`src/pkg/gpop_params.svh`:
```
// register offsets, field positions and reset values for the port block
// assumes a 6-bit register space reached through a plain strobe port
`ifndef GPOP_PARAMS_SVH
`define GPOP_PARAMS_SVH
`define GPOP_ADDR_W          6
`define GPOP_OFF_B_PIN       6'h03
`define GPOP_OFF_B_DIR       6'h04
`define GPOP_OFF_B_LAT       6'h05
`define GPOP_OFF_C_PIN       6'h06
`define GPOP_OFF_C_DIR       6'h07
`define GPOP_OFF_C_LAT       6'h08
`define GPOP_OFF_D_PIN       6'h09
`define GPOP_OFF_D_DIR       6'h0a
`define GPOP_OFF_D_LAT       6'h0b
`define GPOP_OFF_CTRL        6'h35
`define GPOP_CTRL_PUD_BIT    4
`define GPOP_CTRL_MASK       8'h73
`define GPOP_PORT_C_MASK     8'h7f
`define GPOP_RESET_VALUE     8'h00
`endif

```
`src/pkg/gpop_pkg.sv`:
```
// types shared by the port block files
// assumes gpop_params.svh holds all numeric constants
package gpop_pkg;
	typedef logic [7:0] gpop_byte_t;
endpackage : gpop_pkg

```
`src/rtl/gpop_port.sv`:
```
// ports b, c and d with register file and port d alternate-function overrides
// assumes pad inputs are asynchronous and peripherals share clk
`timescale 1ns/1ps
`include "gpop_params.svh"
module gpop_port
	import gpop_pkg::*;
#(
	// port geometry
	parameter int PORT_W      = 8,
	parameter int SYNC_STAGES = 2
)
(
	// clock and reset
	input  wire logic                    clk,
	input  wire logic                    rst,
	// register port
	input  wire logic [`GPOP_ADDR_W-1:0] reg_addr,
	input  wire logic [7:0]              reg_wdata,
	input  wire logic                    reg_write,
	input  wire logic                    reg_read,
	output logic      [7:0]              reg_rdata,
	// pads
	input  wire logic [7:0]              pad_b_in,
	input  wire logic [7:0]              pad_c_in,
	input  wire logic [7:0]              pad_d_in,
	output logic      [7:0]              pad_b_out,
	output logic      [7:0]              pad_b_oe,
	output logic      [7:0]              pad_b_pullup,
	output logic      [7:0]              pad_c_out,
	output logic      [7:0]              pad_c_oe,
	output logic      [7:0]              pad_c_pullup,
	output logic      [7:0]              pad_d_out,
	output logic      [7:0]              pad_d_oe,
	output logic      [7:0]              pad_d_pullup,
	output logic      [7:0]              pad_d_input_en,
	// serial unit
	input  wire logic                    transmitter_enable,
	input  wire logic                    receiver_enable,
	input  wire logic                    serial_tx_data,
	input  wire logic                    serial_sync_mode_select,
	input  wire logic                    serial_sync_clock_out,
	output logic                         serial_rx_data,
	output logic                         serial_sync_clock_in,
	// timers
	input  wire logic                    timer0_compare_a_enable,
	input  wire logic                    timer0_compare_out_a,
	input  wire logic                    timer0_compare_b_enable,
	input  wire logic                    timer0_compare_out_b,
	input  wire logic                    timer2_compare_b_enable,
	input  wire logic                    timer2_compare_out_b,
	output logic                         timer0_count_input,
	output logic                         timer1_count_input,
	// interrupt controller
	input  wire logic                    ext_irq_zero_enable,
	input  wire logic                    ext_irq_one_enable,
	input  wire logic [7:0]              pin_change_mask_d,
	input  wire logic                    pin_change_group2_enable,
	output logic                         ext_irq_zero,
	output logic                         ext_irq_one,
	output logic      [7:0]              pin_change_src_d
);
	// register file state
	gpop_byte_t b_dir_reg;
	gpop_byte_t b_dir_next;
	gpop_byte_t b_lat_reg;
	gpop_byte_t b_lat_next;
	gpop_byte_t c_dir_reg;
	gpop_byte_t c_dir_next;
	gpop_byte_t c_lat_reg;
	gpop_byte_t c_lat_next;
	gpop_byte_t d_dir_reg;
	gpop_byte_t d_dir_next;
	gpop_byte_t d_lat_reg;
	gpop_byte_t d_lat_next;
	gpop_byte_t ctrl_reg;
	gpop_byte_t ctrl_next;
	gpop_byte_t rdata_reg;
	gpop_byte_t rdata_next;
	// pad synchronisers
	gpop_byte_t b_s1_reg;
	gpop_byte_t b_s2_reg;
	gpop_byte_t c_s1_reg;
	gpop_byte_t c_s2_reg;
	gpop_byte_t d_s1_reg;
	gpop_byte_t d_s2_reg;
	// port d overrides
	gpop_byte_t d_pu_oe;
	gpop_byte_t d_pu_ov;
	gpop_byte_t d_dd_oe;
	gpop_byte_t d_dd_ov;
	gpop_byte_t d_pv_oe;
	gpop_byte_t d_pv_ov;
	gpop_byte_t d_die_oe;
	logic       pullup_off;

	// register map and override table are written for eight-pin ports
	if (PORT_W != 8) begin : g_chk_width
		$error("gpop_port: PORT_W must be 8");
	end
	// only the two-stage pad synchroniser is built
	if (SYNC_STAGES != 2) begin : g_chk_sync
		$error("gpop_port: SYNC_STAGES must be 2");
	end

	// one gate shared by every port pull-up
	assign pullup_off = ctrl_reg[`GPOP_CTRL_PUD_BIT];

	// pad synchronisers; pin-sense reads see the second stage only
	always_ff @(posedge clk or posedge rst) begin
		if (rst) begin
			b_s1_reg <= `GPOP_RESET_VALUE;
			b_s2_reg <= `GPOP_RESET_VALUE;
			c_s1_reg <= `GPOP_RESET_VALUE;
			c_s2_reg <= `GPOP_RESET_VALUE;
			d_s1_reg <= `GPOP_RESET_VALUE;
			d_s2_reg <= `GPOP_RESET_VALUE;
		end else begin
			b_s1_reg <= pad_b_in;
			b_s2_reg <= b_s1_reg;
			c_s1_reg <= pad_c_in;
			c_s2_reg <= c_s1_reg;
			d_s1_reg <= pad_d_in;
			d_s2_reg <= d_s1_reg;
		end
	end

	// write decode; a pin-sense write toggles, so software flips a pin
	// in one store instead of a read-modify-write
	always_comb begin
		b_dir_next = b_dir_reg;
		b_lat_next = b_lat_reg;
		c_dir_next = c_dir_reg;
		c_lat_next = c_lat_reg;
		d_dir_next = d_dir_reg;
		d_lat_next = d_lat_reg;
		ctrl_next  = ctrl_reg;
		if (reg_write) begin
			if (reg_addr == `GPOP_OFF_B_PIN) begin
				b_lat_next = b_lat_reg ^ reg_wdata;
			end else if (reg_addr == `GPOP_OFF_B_DIR) begin
				b_dir_next = reg_wdata;
			end else if (reg_addr == `GPOP_OFF_B_LAT) begin
				b_lat_next = reg_wdata;
			end else if (reg_addr == `GPOP_OFF_C_PIN) begin
				c_lat_next = (c_lat_reg ^ reg_wdata) & `GPOP_PORT_C_MASK;
			end else if (reg_addr == `GPOP_OFF_C_DIR) begin
				c_dir_next = reg_wdata & `GPOP_PORT_C_MASK;
			end else if (reg_addr == `GPOP_OFF_C_LAT) begin
				c_lat_next = reg_wdata & `GPOP_PORT_C_MASK;
			end else if (reg_addr == `GPOP_OFF_D_PIN) begin
				d_lat_next = d_lat_reg ^ reg_wdata;
			end else if (reg_addr == `GPOP_OFF_D_DIR) begin
				d_dir_next = reg_wdata;
			end else if (reg_addr == `GPOP_OFF_D_LAT) begin
				d_lat_next = reg_wdata;
			end else if (reg_addr == `GPOP_OFF_CTRL) begin
				ctrl_next = reg_wdata & `GPOP_CTRL_MASK;
			end
		end
	end

	// read decode; unmapped offsets read zero
	always_comb begin
		rdata_next = 8'h00;
		if (reg_read) begin
			if (reg_addr == `GPOP_OFF_B_PIN) begin
				rdata_next = b_s2_reg;
			end else if (reg_addr == `GPOP_OFF_B_DIR) begin
				rdata_next = b_dir_reg;
			end else if (reg_addr == `GPOP_OFF_B_LAT) begin
				rdata_next = b_lat_reg;
			end else if (reg_addr == `GPOP_OFF_C_PIN) begin
				rdata_next = c_s2_reg & `GPOP_PORT_C_MASK;
			end else if (reg_addr == `GPOP_OFF_C_DIR) begin
				rdata_next = c_dir_reg;
			end else if (reg_addr == `GPOP_OFF_C_LAT) begin
				rdata_next = c_lat_reg;
			end else if (reg_addr == `GPOP_OFF_D_PIN) begin
				rdata_next = d_s2_reg;
			end else if (reg_addr == `GPOP_OFF_D_DIR) begin
				rdata_next = d_dir_reg;
			end else if (reg_addr == `GPOP_OFF_D_LAT) begin
				rdata_next = d_lat_reg;
			end else if (reg_addr == `GPOP_OFF_CTRL) begin
				rdata_next = ctrl_reg;
			end
		end
	end

	always_ff @(posedge clk or posedge rst) begin
		if (rst) begin
			b_dir_reg <= `GPOP_RESET_VALUE;
			b_lat_reg <= `GPOP_RESET_VALUE;
			c_dir_reg <= `GPOP_RESET_VALUE;
			c_lat_reg <= `GPOP_RESET_VALUE;
			d_dir_reg <= `GPOP_RESET_VALUE;
			d_lat_reg <= `GPOP_RESET_VALUE;
			ctrl_reg  <= `GPOP_RESET_VALUE;
		end else begin
			b_dir_reg <= b_dir_next;
			b_lat_reg <= b_lat_next;
			c_dir_reg <= c_dir_next;
			c_lat_reg <= c_lat_next;
			d_dir_reg <= d_dir_next;
			d_lat_reg <= d_lat_next;
			ctrl_reg  <= ctrl_next;
		end
	end

	// read data stand one cycle, then fall back to zero
	always_ff @(posedge clk or posedge rst) begin
		if (rst) begin
			rdata_reg <= `GPOP_RESET_VALUE;
		end else begin
			rdata_reg <= rdata_next;
		end
	end

	assign reg_rdata = rdata_reg;

	// port d override table
	// bits 7..4 never touch pull-up or direction
	always_comb begin
		d_pu_oe = 8'h00;
		d_pu_ov = 8'h00;
		d_dd_oe = 8'h00;
		d_dd_ov = 8'h00;
		d_pv_oe = 8'h00;
		d_pv_ov = 8'h00;
		d_die_oe = pin_change_mask_d & {8{pin_change_group2_enable}};
		// pd0: receiver makes it an input; pull-up stays with the latch
		d_pu_oe[0] = receiver_enable;
		d_pu_ov[0] = d_lat_reg[0] & ~pullup_off;
		d_dd_oe[0] = receiver_enable;
		d_dd_ov[0] = 1'b0;
		// pd1: transmitter owns pull-up, direction and value
		d_pu_oe[1] = transmitter_enable;
		d_pu_ov[1] = 1'b0;
		d_dd_oe[1] = transmitter_enable;
		d_dd_ov[1] = 1'b1;
		d_pv_oe[1] = transmitter_enable;
		d_pv_ov[1] = serial_tx_data;
		// group 2 used for port d; it owns pd0..pd7
		d_die_oe[2] = ext_irq_zero_enable | d_die_oe[2];
		d_die_oe[3] = ext_irq_one_enable | d_die_oe[3];
		d_pv_oe[3] = timer2_compare_b_enable;
		d_pv_ov[3] = timer2_compare_out_b;
		d_pv_oe[4] = serial_sync_mode_select;
		d_pv_ov[4] = serial_sync_clock_out;
		d_pv_oe[5] = timer0_compare_b_enable;
		d_pv_ov[5] = timer0_compare_out_b;
		d_pv_oe[6] = timer0_compare_a_enable;
		d_pv_ov[6] = timer0_compare_out_a;
	end

	// port b: plain pins, no alternate functions in this block
	generate
		for (genvar i = 0; i < PORT_W; i++) begin : g_b
			gpop_pin u_b (
				.dir_bit      (b_dir_reg[i]),
				.latch_bit    (b_lat_reg[i]),
				.pullup_off   (pullup_off),
				.pu_oe        (1'b0),
				.pu_ov        (1'b0),
				.dd_oe        (1'b0),
				.dd_ov        (1'b0),
				.pv_oe        (1'b0),
				.pv_ov        (1'b0),
				.die_oe       (1'b0),
				.die_ov       (1'b0),
				.pad_out      (pad_b_out[i]),
				.pad_oe       (pad_b_oe[i]),
				.pad_pullup   (pad_b_pullup[i]),
				.pad_input_en ()
			);
		end

		// port c: plain pins; bit 7 has no register bits
		for (genvar i = 0; i < PORT_W; i++) begin : g_c
			gpop_pin u_c (
				.dir_bit      (c_dir_reg[i]),
				.latch_bit    (c_lat_reg[i]),
				.pullup_off   (pullup_off),
				.pu_oe        (1'b0),
				.pu_ov        (1'b0),
				.dd_oe        (1'b0),
				.dd_ov        (1'b0),
				.pv_oe        (1'b0),
				.pv_ov        (1'b0),
				.die_oe       (1'b0),
				.die_ov       (1'b0),
				.pad_out      (pad_c_out[i]),
				.pad_oe       (pad_c_oe[i]),
				.pad_pullup   (pad_c_pullup[i]),
				.pad_input_en ()
			);
		end

		// port d: override table applied per pin
		for (genvar i = 0; i < PORT_W; i++) begin : g_d
			gpop_pin u_d (
				.dir_bit      (d_dir_reg[i]),
				.latch_bit    (d_lat_reg[i]),
				.pullup_off   (pullup_off),
				.pu_oe        (d_pu_oe[i]),
				.pu_ov        (d_pu_ov[i]),
				.dd_oe        (d_dd_oe[i]),
				.dd_ov        (d_dd_ov[i]),
				.pv_oe        (d_pv_oe[i]),
				.pv_ov        (d_pv_ov[i]),
				.die_oe       (d_die_oe[i]),
				.die_ov       (1'b1),
				.pad_out      (pad_d_out[i]),
				.pad_oe       (pad_d_oe[i]),
				.pad_pullup   (pad_d_pullup[i]),
				.pad_input_en (pad_d_input_en[i])
			);
		end
	endgenerate

	// peripheral inputs from synchronised pad levels
	// levels only; edges are found by the interrupt controller
	assign serial_rx_data       = d_s2_reg[0];
	assign ext_irq_zero         = d_s2_reg[2];
	assign ext_irq_one          = d_s2_reg[3];
	assign serial_sync_clock_in = d_s2_reg[4];
	assign timer0_count_input   = d_s2_reg[4];
	assign timer1_count_input   = d_s2_reg[5];
	assign pin_change_src_d     = d_s2_reg;
endmodule : gpop_port

```
`src/rtl/gpop_pin.sv`:
```
// one pin: override muxing for pull-up, direction, output and input buffer
// assumes pad level is synchronised by the caller
`timescale 1ns/1ps
module gpop_pin (
	// register view
	input  wire logic dir_bit,
	input  wire logic latch_bit,
	input  wire logic pullup_off,
	// overrides
	input  wire logic pu_oe,
	input  wire logic pu_ov,
	input  wire logic dd_oe,
	input  wire logic dd_ov,
	input  wire logic pv_oe,
	input  wire logic pv_ov,
	input  wire logic die_oe,
	input  wire logic die_ov,
	// pad side
	output logic      pad_out,
	output logic      pad_oe,
	output logic      pad_pullup,
	output logic      pad_input_en
);
	logic dir_eff;
	always_comb begin
		dir_eff      = dd_oe ? dd_ov : dir_bit;
		pad_oe       = dir_eff;
		pad_out      = pv_oe ? pv_ov : latch_bit;
		pad_pullup   = pu_oe ? pu_ov : (~dir_bit & latch_bit & ~pullup_off);
		pad_input_en = die_oe ? die_ov : 1'b1;
	end
endmodule : gpop_pin

```
`config.mk`:
```
export PLATFORM = sky130hd
export DESIGN_NAME = gpop_port
export DESIGN_NICKNAME = d
export VERILOG_FILES = /design/src/pkg/gpop_pkg.sv /design/src/rtl/gpop_port.sv /design/src/rtl/gpop_pin.sv
export VERILOG_INCLUDE_DIRS = /design/src /design/src/pkg
export SDC_FILE = /design/constraint.sdc
export NUM_CORES = 1
export LEC_CHECK = 0
export ABC_AREA = 0
export BUFFER_PORTS_ARGS = -buffer_cell sky130_fd_sc_hd__buf_4
export CAP_MARGIN = 20
export CORE_UTILIZATION = 35
export CTS_CLUSTER_DIAMETER = 30
export DETAILED_ROUTE_END_ITERATION = 16
export GPL_TIMING_DRIVEN = 0
export SKIP_LAST_GASP = 1
export SYNTH_ARGS = -nofsm -noshare
export SYNTH_HDL_FRONTEND = slang
export SYNTH_SLANG_ARGS = --single-unit
```
`constraint.sdc`:
```
create_clock -name clk -period 4.2 [get_ports clk]
set_clock_uncertainty 0.15 [all_clocks]
set_input_delay 0.63 -clock clk [delete_from_list [all_inputs] [get_ports clk]]
set_output_delay 0.63 -clock clk [all_outputs]
set_load 0.01 [all_outputs]
```
==> impl_metrics.env, run 1 <==
export IMPL_syn_inst=487
export IMPL_cts_tree="done"
export IMPL_nets=708
export IMPL_yosys_register_bits=105
export IMPL_pwr_share_comb_pct=24.1
export IMPL_antenna_found_initial=0
export IMPL_dieHeight_um=126
export IMPL_via_count=4112
export IMPL_cap_violations=0
export IMPL_numPortBuffers=136
export IMPL_post_cts_resized=0
export IMPL_hold_buffers=0
export IMPL_status="completed"
export IMPL_vias_per_cell=4.94
export IMPL_critPathLaunchType="register"
export IMPL_p_per_area_nw_per_um2=393
export IMPL_cts_made_buffers=9
export IMPL_fmax_ghz=0.335
export IMPL_syn_avg_cell_area_sq_um=11.1
export IMPL_worstSetupPathType="reg -> out"
export IMPL_netSwitchingFraction_pct=27.3
export IMPL_fp_dieW_um=126
export IMPL_initial_core_util_pct=36.5
export IMPL_io_pins=166
export IMPL_clockRootBuffer="clkbuf_16"
export IMPL_insertion_delay_ns=0.35
export IMPL_p_int_w=0.00201
export IMPL_core_sq_um=14800
export IMPL_synth_edf_count=0
export IMPL_drtIter0Drc=187
export IMPL_grt_overflow=0
export IMPL_relSlewSlack_pct=41.5
export IMPL_diodes=0
export IMPL_worst_pin_slew_ns=0.878
export IMPL_drc=0
export IMPL_fin_cells=833
export IMPL_synthMuxAreaShare_pct=11.8
export IMPL_hold_viol_final=0
export IMPL_cp_data_arrival_time_ns=2.20
export IMPL_synthSimpleGateAreaFrac_pct=12.5
export IMPL_fin_crit_sh_pct=71.0
export IMPL_grt_pass1_vias=4201
export IMPL_cpPeakStageDelay_ns=0.71
export IMPL_cts_buffer_depth=2
export IMPL_seqPwrFrac_pct=42.9
export IMPL_synthFlopType="dfrtp_1"
export IMPL_grt_setup_unrepaired="false"
export IMPL_hold_path_class="in -> async"
export IMPL_dp_cells=817
export IMPL_multi_input_area_sq_um=1970
export IMPL_synth_area_sq_um=5390
export IMPL_slowest_stage="clkbuf_1"
export IMPL_syn_to_final_growth_pct=30.3
export IMPL_power_leakage_nw=3.31
export IMPL_min_period_ns=2.98
export IMPL_post_drt_wl_per_cell_um=18.6
export IMPL_cts_clk_slew_worst_paths_ns=0.07
export IMPL_synth_xor_area_share_pct=1.14
export IMPL_synth_async_reset_ratio_pct=100
export IMPL_pwr_share_clk_pct=33.0
export IMPL_crit_fanout=10
export IMPL_finalSetupViolCount=0
export IMPL_grt_total_usage_pct=19.7
export IMPL_p_sw_w=0.000753
export IMPL_clock_sinks=105
export IMPL_worstPathRequired_ns=3.42
export IMPL_seqCellArea_sq_um=2630
export IMPL_synth_top_family_by_area="buffers and inverters"
export IMPL_dr_pass1_iters=5
export IMPL_dp_hpwl_um=11300
export IMPL_rows=44
export IMPL_grt_first_pass_wirelength_um=23500
export IMPL_synth_compound_area_share_pct=10.5
export IMPL_drive_above_1_share_pct=48.5
export IMPL_maxSlewViolCount=0
export IMPL_grt_max_degree=67
export IMPL_synth_cell_types=50
export IMPL_crit_chain="clkbuf_1 > clkbuf_1 > nor3_1 > buf_4 > buf_4"
export IMPL_ys_seq_area_share_pct=48.8
export IMPL_ant_nets=0
export IMPL_place_congestion=0.824
export IMPL_cp_end_kind="output port"
export IMPL_ys_warn_count=0
export IMPL_wl_um=15500
export IMPL_fill_cells=1391
export IMPL_synth_fa_ha_area_share_pct=0
export IMPL_dieArea_sq_um=15900
export IMPL_htreeDepth=3
export IMPL_post_cts_setup_buffer_count=0
export IMPL_irDropWorstVdd_uv=187
export IMPL_hold_ws_ns=0.178
-- cell usage after synthesis (3+ instances only) --
cell type,n,area share (%)
a211o_1,3,0.49
xor2_1,7,1.1
dfrtp_1,105,49
nor2_1,13,0.91
buf_2,19,1.8
o211ai_1,3,0.42
inv_1,11,0.77
nor3_1,11,1.0
clkbuf_1,6,0.42
and3_1,3,0.35
a211oi_1,8,1.1
a22o_1,10,1.6
nor2b_1,10,1.2
nor3b_1,17,2.4
mux4_2,6,2.5
o32ai_1,3,0.49
o22ai_1,3,0.35
mux2_2,38,7.9
o21ai_0,22,2.0
o221ai_1,3,0.49
a222oi_1,3,0.56
a21oi_1,17,1.6
nand3_1,15,1.4
buf_4,87,12
nand2_1,30,2.1
mux2i_1,5,0.93
-- area by class of cell --
type	instances	share of cell area [%]
plain buffers	113	11.1
clock inverters	7	1.34
well taps	184	3.28
inverters	11	0.624
multi-input cells	267	28.1
clock buffers	9	3.21
repair buffers	137	14.9
flip-flops and latches	105	37.4
-- stage by stage --
step | setup WS [ns] | setup TNS (ns) | util (%) | total power (W) | area [sq um]
6_report | 1.22 | 0 | 47.6 | 0.00276 | 7020
5_1_grt | 1.18 | 0 | 47.6 | 0.00287 | 7020
4_1_cts | 1.23 | 0 | 47.6 | 0.00278 | 7020
3_5_place_dp | 1.59 | 0 | 45.4 | 0.00187 | 6700
3_3_place_gp | -0.519 | -53.69 | 45.2 | 0.00186 | 6670
2_1_floorplan | 0.659 | 0 | - | 0.00157 | 5420
-- power by group through the flow --
| stage | Clock, W | Combinational, W | Sequential [W] |
|---|---|---|---|
| global route | 0.000960 | 0.000713 | 0.00120 |
| floorplan | 0 | 0.000406 | 0.00117 |
| CTS | 0.000921 | 0.000673 | 0.00118 |
| global placement | 0 | 0.000657 | 0.00120 |
| finish | 0.000911 | 0.000665 | 0.00118 |
| detailed placement | 0 | 0.000669 | 0.00120 |
-- per-layer routing --
layer  vias up  share of wire, %  global-route usage [%]  wire (um)
met2       142                48                    32.1       7410
met3        30               5.3                    3.23        821
met4         0               3.1                    8.58        488
met5         -                 0                       0          0
li1       1931                 -                       -          -
met1      2009                44                    25.9       6790
-- logic make-up (layout without fill, tap and decap cells) --
family | count (synthesis) | in the layout
AO/OA/AOI/OAI | 83 | 83
XOR/XNOR | 7 | 7
buffers and inverters | 124 | 277
flip-flops | 105 | 105
multiplexers | 50 | 50
other | 2 | 11
AND/OR/NAND/NOR | 116 | 116
-- worst max-delay path, delay by kind of cell, from the launching register on --
| family | cells | cell delay (ns) |
|---|---|---|
| simple gates | 1 | 0.21 |
| flops | 1 | 0.32 |
| buf+inv | 4 | 1.33 |
-- worst paths after layout --
path,from,end,slack [ns],depth (start not counted)
setup / recovery,ctrl_reg[4],pad_b_pullup[0],1.22,5
hold / removal,rst,c_dir_reg[2],0.18,2
setup reg to reg,d_lat_reg[3],reg_rdata[3],2.33,4
hold reg to reg,d_s1_reg[0],pin_change_src_d[0],0.20,0
max in group asynchronous,rst,b_s2_reg[0],3.01,3
min in group clk,d_s1_reg[0],pin_change_src_d[0],0.20,0
-- cell usage in the layout (no fill, tap or decap), types with 8 or more instances in the layout --
master and n:
a22o_1 10, a211oi_1 8, buf_4 223, inv_1 10
nor3b_1 17, mux2_2 38, o21ai_0 22, nand2_1 30
a21oi_1 17, clkbuf_16 9, buf_2 19, nor2_1 13
conb_1 11, nor2b_1 10, nand3_1 15, dfrtp_1 105
nor3_1 11
No activity file was read; power rests on OpenSTA's default activity.
==> inputs of run 2 (changes only) <==
ABC_AREA = 1   (was 0)
clock period = 2.8 ns   (was 4.2 ns; I/O delays follow)
==> run 2 against run 1 <==
Net effect: critical path depth unchanged; register-to-register slack got worse by 1.2 ns; critical endpoint is now pad_d_pullup[3]; global-route usage decreased by 0.85 points; count of clock-buffer cells in the layout increased by 2; combinational power increased to 2.7 times the previous value; core utilization increased by 0.42 points.
==> impl_metrics.env, run 2 <==
export IMPL_synth_area_leaders="dfrtp_1, buf_4, nand2_1"
export IMPL_slowest_stage="clkbuf_1"
export IMPL_stdcell_area_sq_um=6770
export IMPL_fin_cells=929
export IMPL_post_cts_setup_buffer_count=0
export IMPL_worstPathRequired_ns=2.23
export IMPL_synth_top_area_cell="dfrtp_1"
export IMPL_rows=43
export IMPL_synth_edf_count=0
export IMPL_maxSlewViolCount=0
export IMPL_relSlewSlack_pct=47.3
export IMPL_hold_path_class="in -> reg"
export IMPL_ys_warn_count=0
export IMPL_ys_seq_area_share_pct=51.2
export IMPL_grt_pass1_vias=4022
export IMPL_syn_to_final_growth_pct=31.8
export IMPL_fin_tns_setup_ns=0
export IMPL_cp_data_arrival_time_ns=2.04
export IMPL_crit_family="buffers and inverters"
export IMPL_dieArea_sq_um=15200
export IMPL_place_congestion=0.902
export IMPL_clockRootBuffer="clkbuf_16"
export IMPL_core_sq_um=14100
export IMPL_p_per_area_nw_per_um2=717
export IMPL_yosys_register_bits=105
export IMPL_io_pins=166
export IMPL_cts_tree="done"
export IMPL_htreeDepth=3
export IMPL_numPortBuffers=142
export IMPL_cts_made_buffers=9
export IMPL_place_area_sq_um=6500
export IMPL_synth_top_area_share_pct=51.2
export IMPL_yosysMostFrequentCell="dfrtp_1"
export IMPL_wl_um=13500
export IMPL_antenna_found_initial=0
export IMPL_critPathLaunchType="register"
export IMPL_crit_chain="clkbuf_1 > clkbuf_1 > nor3_1 > buf_4 > buf_4"
export IMPL_grt_setup_unrepaired="false"
export IMPL_synth_async_reset_ratio_pct=100
export IMPL_ant_nets=0
export IMPL_fill_cells=1349
export IMPL_worstSetupPathType="reg -> out"
export IMPL_cpPeakStageDelay_ns=0.60
export IMPL_fin_crit_sh_pct=93.2
export IMPL_final_cell_mix="buf_4, dfrtp_1, nand2_1"
export IMPL_power_leakage_nw=3.58
export IMPL_cp_end_kind="output port"
export IMPL_via_count=4113
export IMPL_drc=0
export IMPL_syn_inst=581
export IMPL_nets=809
export IMPL_fmax_ghz=0.383
export IMPL_worst_pin_slew_ns=0.790
export IMPL_synthFlopType="dfrtp_1"
export IMPL_dieHeight_um=123
export IMPL_initial_core_util_pct=36.4
export IMPL_drtIter0Drc=205
export IMPL_irDropWorstVdd_uv=405
export IMPL_syn_avg_cell_area_sq_um=8.84
export IMPL_cts_buffer_depth=2
export IMPL_vias_per_cell=4.43
export IMPL_cts_clk_slew_worst_paths_ns=0.07
export IMPL_grt_max_degree=39
export IMPL_synth_area_sq_um=5130
export IMPL_min_period_ns=2.61
export IMPL_layout_commonest_cell="buf_4"
export IMPL_synth_cell_types=29
export IMPL_grt_overflow=0
export IMPL_multi_input_area_sq_um=1610
export IMPL_seqCellArea_sq_um=2630
export IMPL_clock_sinks=105
export IMPL_finalSetupViolCount=0
export IMPL_grt_total_usage_pct=18.8
export IMPL_drive_above_1_share_pct=36.6
export IMPL_dp_cells=914
export IMPL_insertion_delay_ns=0.34
export IMPL_diodes=0
export IMPL_crit_fanout=10
export IMPL_fp_dieW_um=123
export IMPL_hold_viol_final=0
export IMPL_status="completed"
export IMPL_dp_hpwl_um=10500
export IMPL_post_drt_wl_per_cell_um=14.6
export IMPL_synth_common_cells="dfrtp_1, nand2_1, buf_4, nor2_1, inv_1"
export IMPL_crit_buf_inv=4
export IMPL_grt_first_pass_wirelength_um=20900
export IMPL_cap_violations=0
export IMPL_dr_pass1_iters=4
==> run 2: routing by layer <==
layer  GRT usage (%)  share of wire [%]
met1            25.2                 43
met2            30.5                 47
met3            3.78                7.7
met4            6.25                2.1
met5               0                  0
==> run 2: stage by stage <==
stage / power (W) / hold WS (ns) / setup WS, ns / utilization [%]
2_1_floorplan: 0.00298 / 0.181 / 0.970 / -
6_report: 0.00485 / 0.0284 / 0.190 / 48.0
3_3_place_gp: 0.00371 / 0.184 / 0.327 / 45.8
5_1_grt: 0.00513 / 0.0148 / 0.0589 / 48.0
3_5_place_dp: 0.00374 / 0.185 / 0.411 / 46.1
4_1_cts: 0.00490 / 0.0186 / 0.0295 / 48.0
==> run 2: path summary, 6_finish.rpt <==
check	startpoint	endpoint	slack, ns	cells past startpoint
hold reg to reg	c_s1_reg[5]	c_s2_reg[5]	0.20	0
max in group asynchronous	rst	d_lat_reg[5]	1.80	3
setup reg to reg	d_dir_reg[6]	reg_rdata[6]	1.17	7
min in group asynchronous	rst	c_s1_reg[3]	0.07	2
setup / recovery	ctrl_reg[4]	pad_d_pullup[3]	0.19	5
hold / removal	pad_b_in[4]	b_s1_reg[4]	0.03	1
==> run 2: kinds of logic (layout without fill, tap and decap cells) <==
family                    Yosys count  count (layout)  synth area share, %
AOI/OAI and AO/OA                  64              64                 6.75
xor gates and xnor gates           23              23                 3.92
buffers and inverters             158             317                 18.2
DFF                               105             105                 51.2
other                               2              11                0.146
and+or+nand+nor                   229             229                 19.8
==> run 2: area by class of cell <==
cell class                      instances  area share [%]
Inverter                               65            3.70
Clock buffer                           11            3.44
Clock inverter                          4           0.444
Timing Repair Buffer                  144            16.3
Buffer                                 93            10.2
Multi-Input combinational cell        327            23.7
Tap cell                              180            3.33
Sequential cell                       105            38.8
==> run 2: what timing repair did <==
action,CTS,global route
hold buffers,0,0
resized for setup,0,2
endpoints found under the hold margin,0,0
endpoints found under the setup margin,0,5
==> run 2: power by group <==
group | total [W] | switching, W | internal (W)
clock network | 0.00114 | 0.000539 | 0.000602
logic | 0.00178 | 0.000778 | 0.00100
registers | 0.00193 | 0.000182 | 0.00175
total | 0.00485 | 0.00150 | 0.00335
==> run 2: worst register-to-register path: cells and delay by family (launching register included) <==
family | cells | cell delay (ns)
buffers and inverters | 1 | 0.03
DFF | 1 | 0.41
and+or+nand+nor | 6 | 0.93
==> inputs of run 3 (changes only) <==
ABC_AREA = not set   (was 1)
GPL_ROUTABILITY_DRIVEN = 0   (was not set)
==> run 3 against run 2 <==
Net effect: cell count down 10%; routed wire length up 9.7%; non-clock buffer count up 15; power down 18%; critical endpoint is now pad_b_pullup[0].
==> impl_metrics.env, run 3 (synthesis results as in run 1) <==
export IMPL_relSlewSlack_pct=51.0
export IMPL_cts_buffer_depth=2
export IMPL_ant_nets=0
export IMPL_grt_total_usage_pct=19.1
export IMPL_nets=710
export IMPL_via_count=4132
export IMPL_multi_input_area_sq_um=1970
export IMPL_drive_above_1_share_pct=48.5
export IMPL_grt_pass1_vias=4170
export IMPL_diodes=0
export IMPL_dr_pass1_iters=5
export IMPL_grt_overflow=0
export IMPL_cts_made_buffers=9
export IMPL_fmax_ghz=0.379
export IMPL_cp_data_arrival_time_ns=2.07
export IMPL_insertion_delay_ns=0.35
export IMPL_drtIter0Drc=211
export IMPL_dieHeight_um=126
export IMPL_vias_per_cell=4.95
export IMPL_fp_dieW_um=126
export IMPL_status="completed"
export IMPL_grt_util_met1_pct=25.6
export IMPL_clock_sinks=105
export IMPL_clockRootBuffer="clkbuf_16"
export IMPL_gr_usage_met3_pct=3.36
export IMPL_grt_most_used_layer="met2"
export IMPL_initial_core_util_pct=36.5
export IMPL_post_cts_setup_buffer_count=0
export IMPL_numPortBuffers=136
export IMPL_stdcell_area_sq_um=7010
export IMPL_cpPeakStageDelay_ns=0.61
export IMPL_wl_um=14800
export IMPL_critPathLaunchType="register"
export IMPL_worstPathRequired_ns=2.23
export IMPL_rows=44
export IMPL_htreeDepth=3
export IMPL_use_met2_pct=30.6
export IMPL_grt_setup_unrepaired="false"
export IMPL_crit_family="buffers and inverters"
export IMPL_layout_commonest_cell="buf_4"
export IMPL_fin_crit_sh_pct=94.3
export IMPL_irDropWorstVdd_uv=259
export IMPL_maxSlewViolCount=0
export IMPL_fill_cells=1350
export IMPL_worst_pin_slew_ns=0.735
export IMPL_cts_tree="done"
export IMPL_min_period_ns=2.64
export IMPL_fin_tns_setup_ns=0
export IMPL_hold_path_class="in -> reg"
export IMPL_dp_hpwl_um=11000
export IMPL_finalSetupViolCount=0
export IMPL_hold_viol_final=0
export IMPL_seqCellArea_sq_um=2630
export IMPL_grt_first_pass_wirelength_um=23000
export IMPL_fin_util_pct=47.5
export IMPL_place_area_sq_um=6720
export IMPL_syn_to_final_growth_pct=30.1
export IMPL_core_sq_um=14800
export IMPL_post_drt_wl_per_cell_um=17.8
export IMPL_slowest_stage="clkbuf_1"
export IMPL_final_cell_mix="buf_4, dfrtp_1, mux2_2"
export IMPL_crit_chain="clkbuf_1 > clkbuf_1 > nor3_1 > buf_4 > buf_4"
export IMPL_io_pins=166
export IMPL_grt_max_degree=46
export IMPL_power_leakage_nw=3.30
export IMPL_cp_end_kind="output port"
export IMPL_p_per_area_nw_per_um2=567
export IMPL_antenna_found_initial=0
export IMPL_crit_fanout=10
export IMPL_dieArea_sq_um=15900
export IMPL_cap_violations=0
export IMPL_crit_buf_inv=4
export IMPL_cts_clk_slew_worst_paths_ns=0.07
export IMPL_drc=0
export IMPL_worstSetupPathType="reg -> out"
## run 3: changes by cell type in the layout (fill, tap and decap cells not counted), sizes merged, moves of 12 or more
cell and change:
nor2 -59, nor3 -12, nand2 -78, mux2 +38, nor3b +18, inv -54
o21ai -17
## run 3: worst paths after layout
| kind | from | end | slack [ns] | cells past startpoint |
|---|---|---|---|---|
| min in group asynchronous | rst | c_lat_reg[0] | 0.53 | 3 |
| max reg2reg | d_lat_reg[3] | reg_rdata[3] | 0.92 | 4 |
| min reg2reg | c_s1_reg[5] | c_s2_reg[5] | 0.20 | 0 |
| max | ctrl_reg[4] | pad_b_pullup[0] | 0.16 | 5 |
| max in group asynchronous | rst | pin_change_src_d[5] | 1.37 | 4 |
| min | pad_d_in[4] | d_s1_reg[4] | 0.03 | 1 |
## run 3: what timing repair did
action | CTS | global route
endpoints found under the hold margin | 21 | 0
hold buffers | 1 | 0
gates resized for setup | 0 | 0
## run 3: report_power, final
group | switching (W) | internal [W] | leakage [nW] | total [W]
Sequential | 0.000133 | 0.00165 | 1.29 | 0.00178
Clock | 0.000586 | 0.000610 | 0.132 | 0.00120
Combinational | 0.000411 | 0.000585 | 1.87 | 0.000996
## run 3: routing by layer
layer | wire length [um] | vias to the layer above
met5 | 0 | -
met4 | 376 | 0
met3 | 822 | 21
met2 | 7130 | 159
met1 | 6500 | 2007
li1 | - | 1945
## run 3: through the flow
| step | setup slack, ns | hold slack [ns] | total power, W | std cells |
|---|---|---|---|---|
| floorplan | 0.913 | 0.181 | 0.00236 | 496 |
| global placement | 0.273 | 0.182 | 0.00278 | 816 |
| detailed placement | 0.451 | 0.185 | 0.00281 | 818 |
| CTS | 0.0804 | 0.0134 | 0.00401 | 835 |
| global route | 0.0500 | 0.0112 | 0.00415 | 835 |
| finish | 0.161 | 0.0254 | 0.00397 | 835 |
## run 3: cell type report
type / instances / share of cell area (%)
sequential: 105 / 37.5
multi-input combinational: 267 / 28.2
timing repair buffer: 139 / 15.3
buffer: 113 / 11.1
tap: 184 / 3.29
clock buffer: 9 / 3.21
clock inverter: 7 / 0.786
inverter: 11 / 0.643
## run 3: worst register-to-register path, stage by stage, from the launching register on
cell	delay, ns
dfrtp_1	0.45
mux4_2	0.50
a22o_1	0.22
a21oi_1	0.31
a21oi_1	0.12
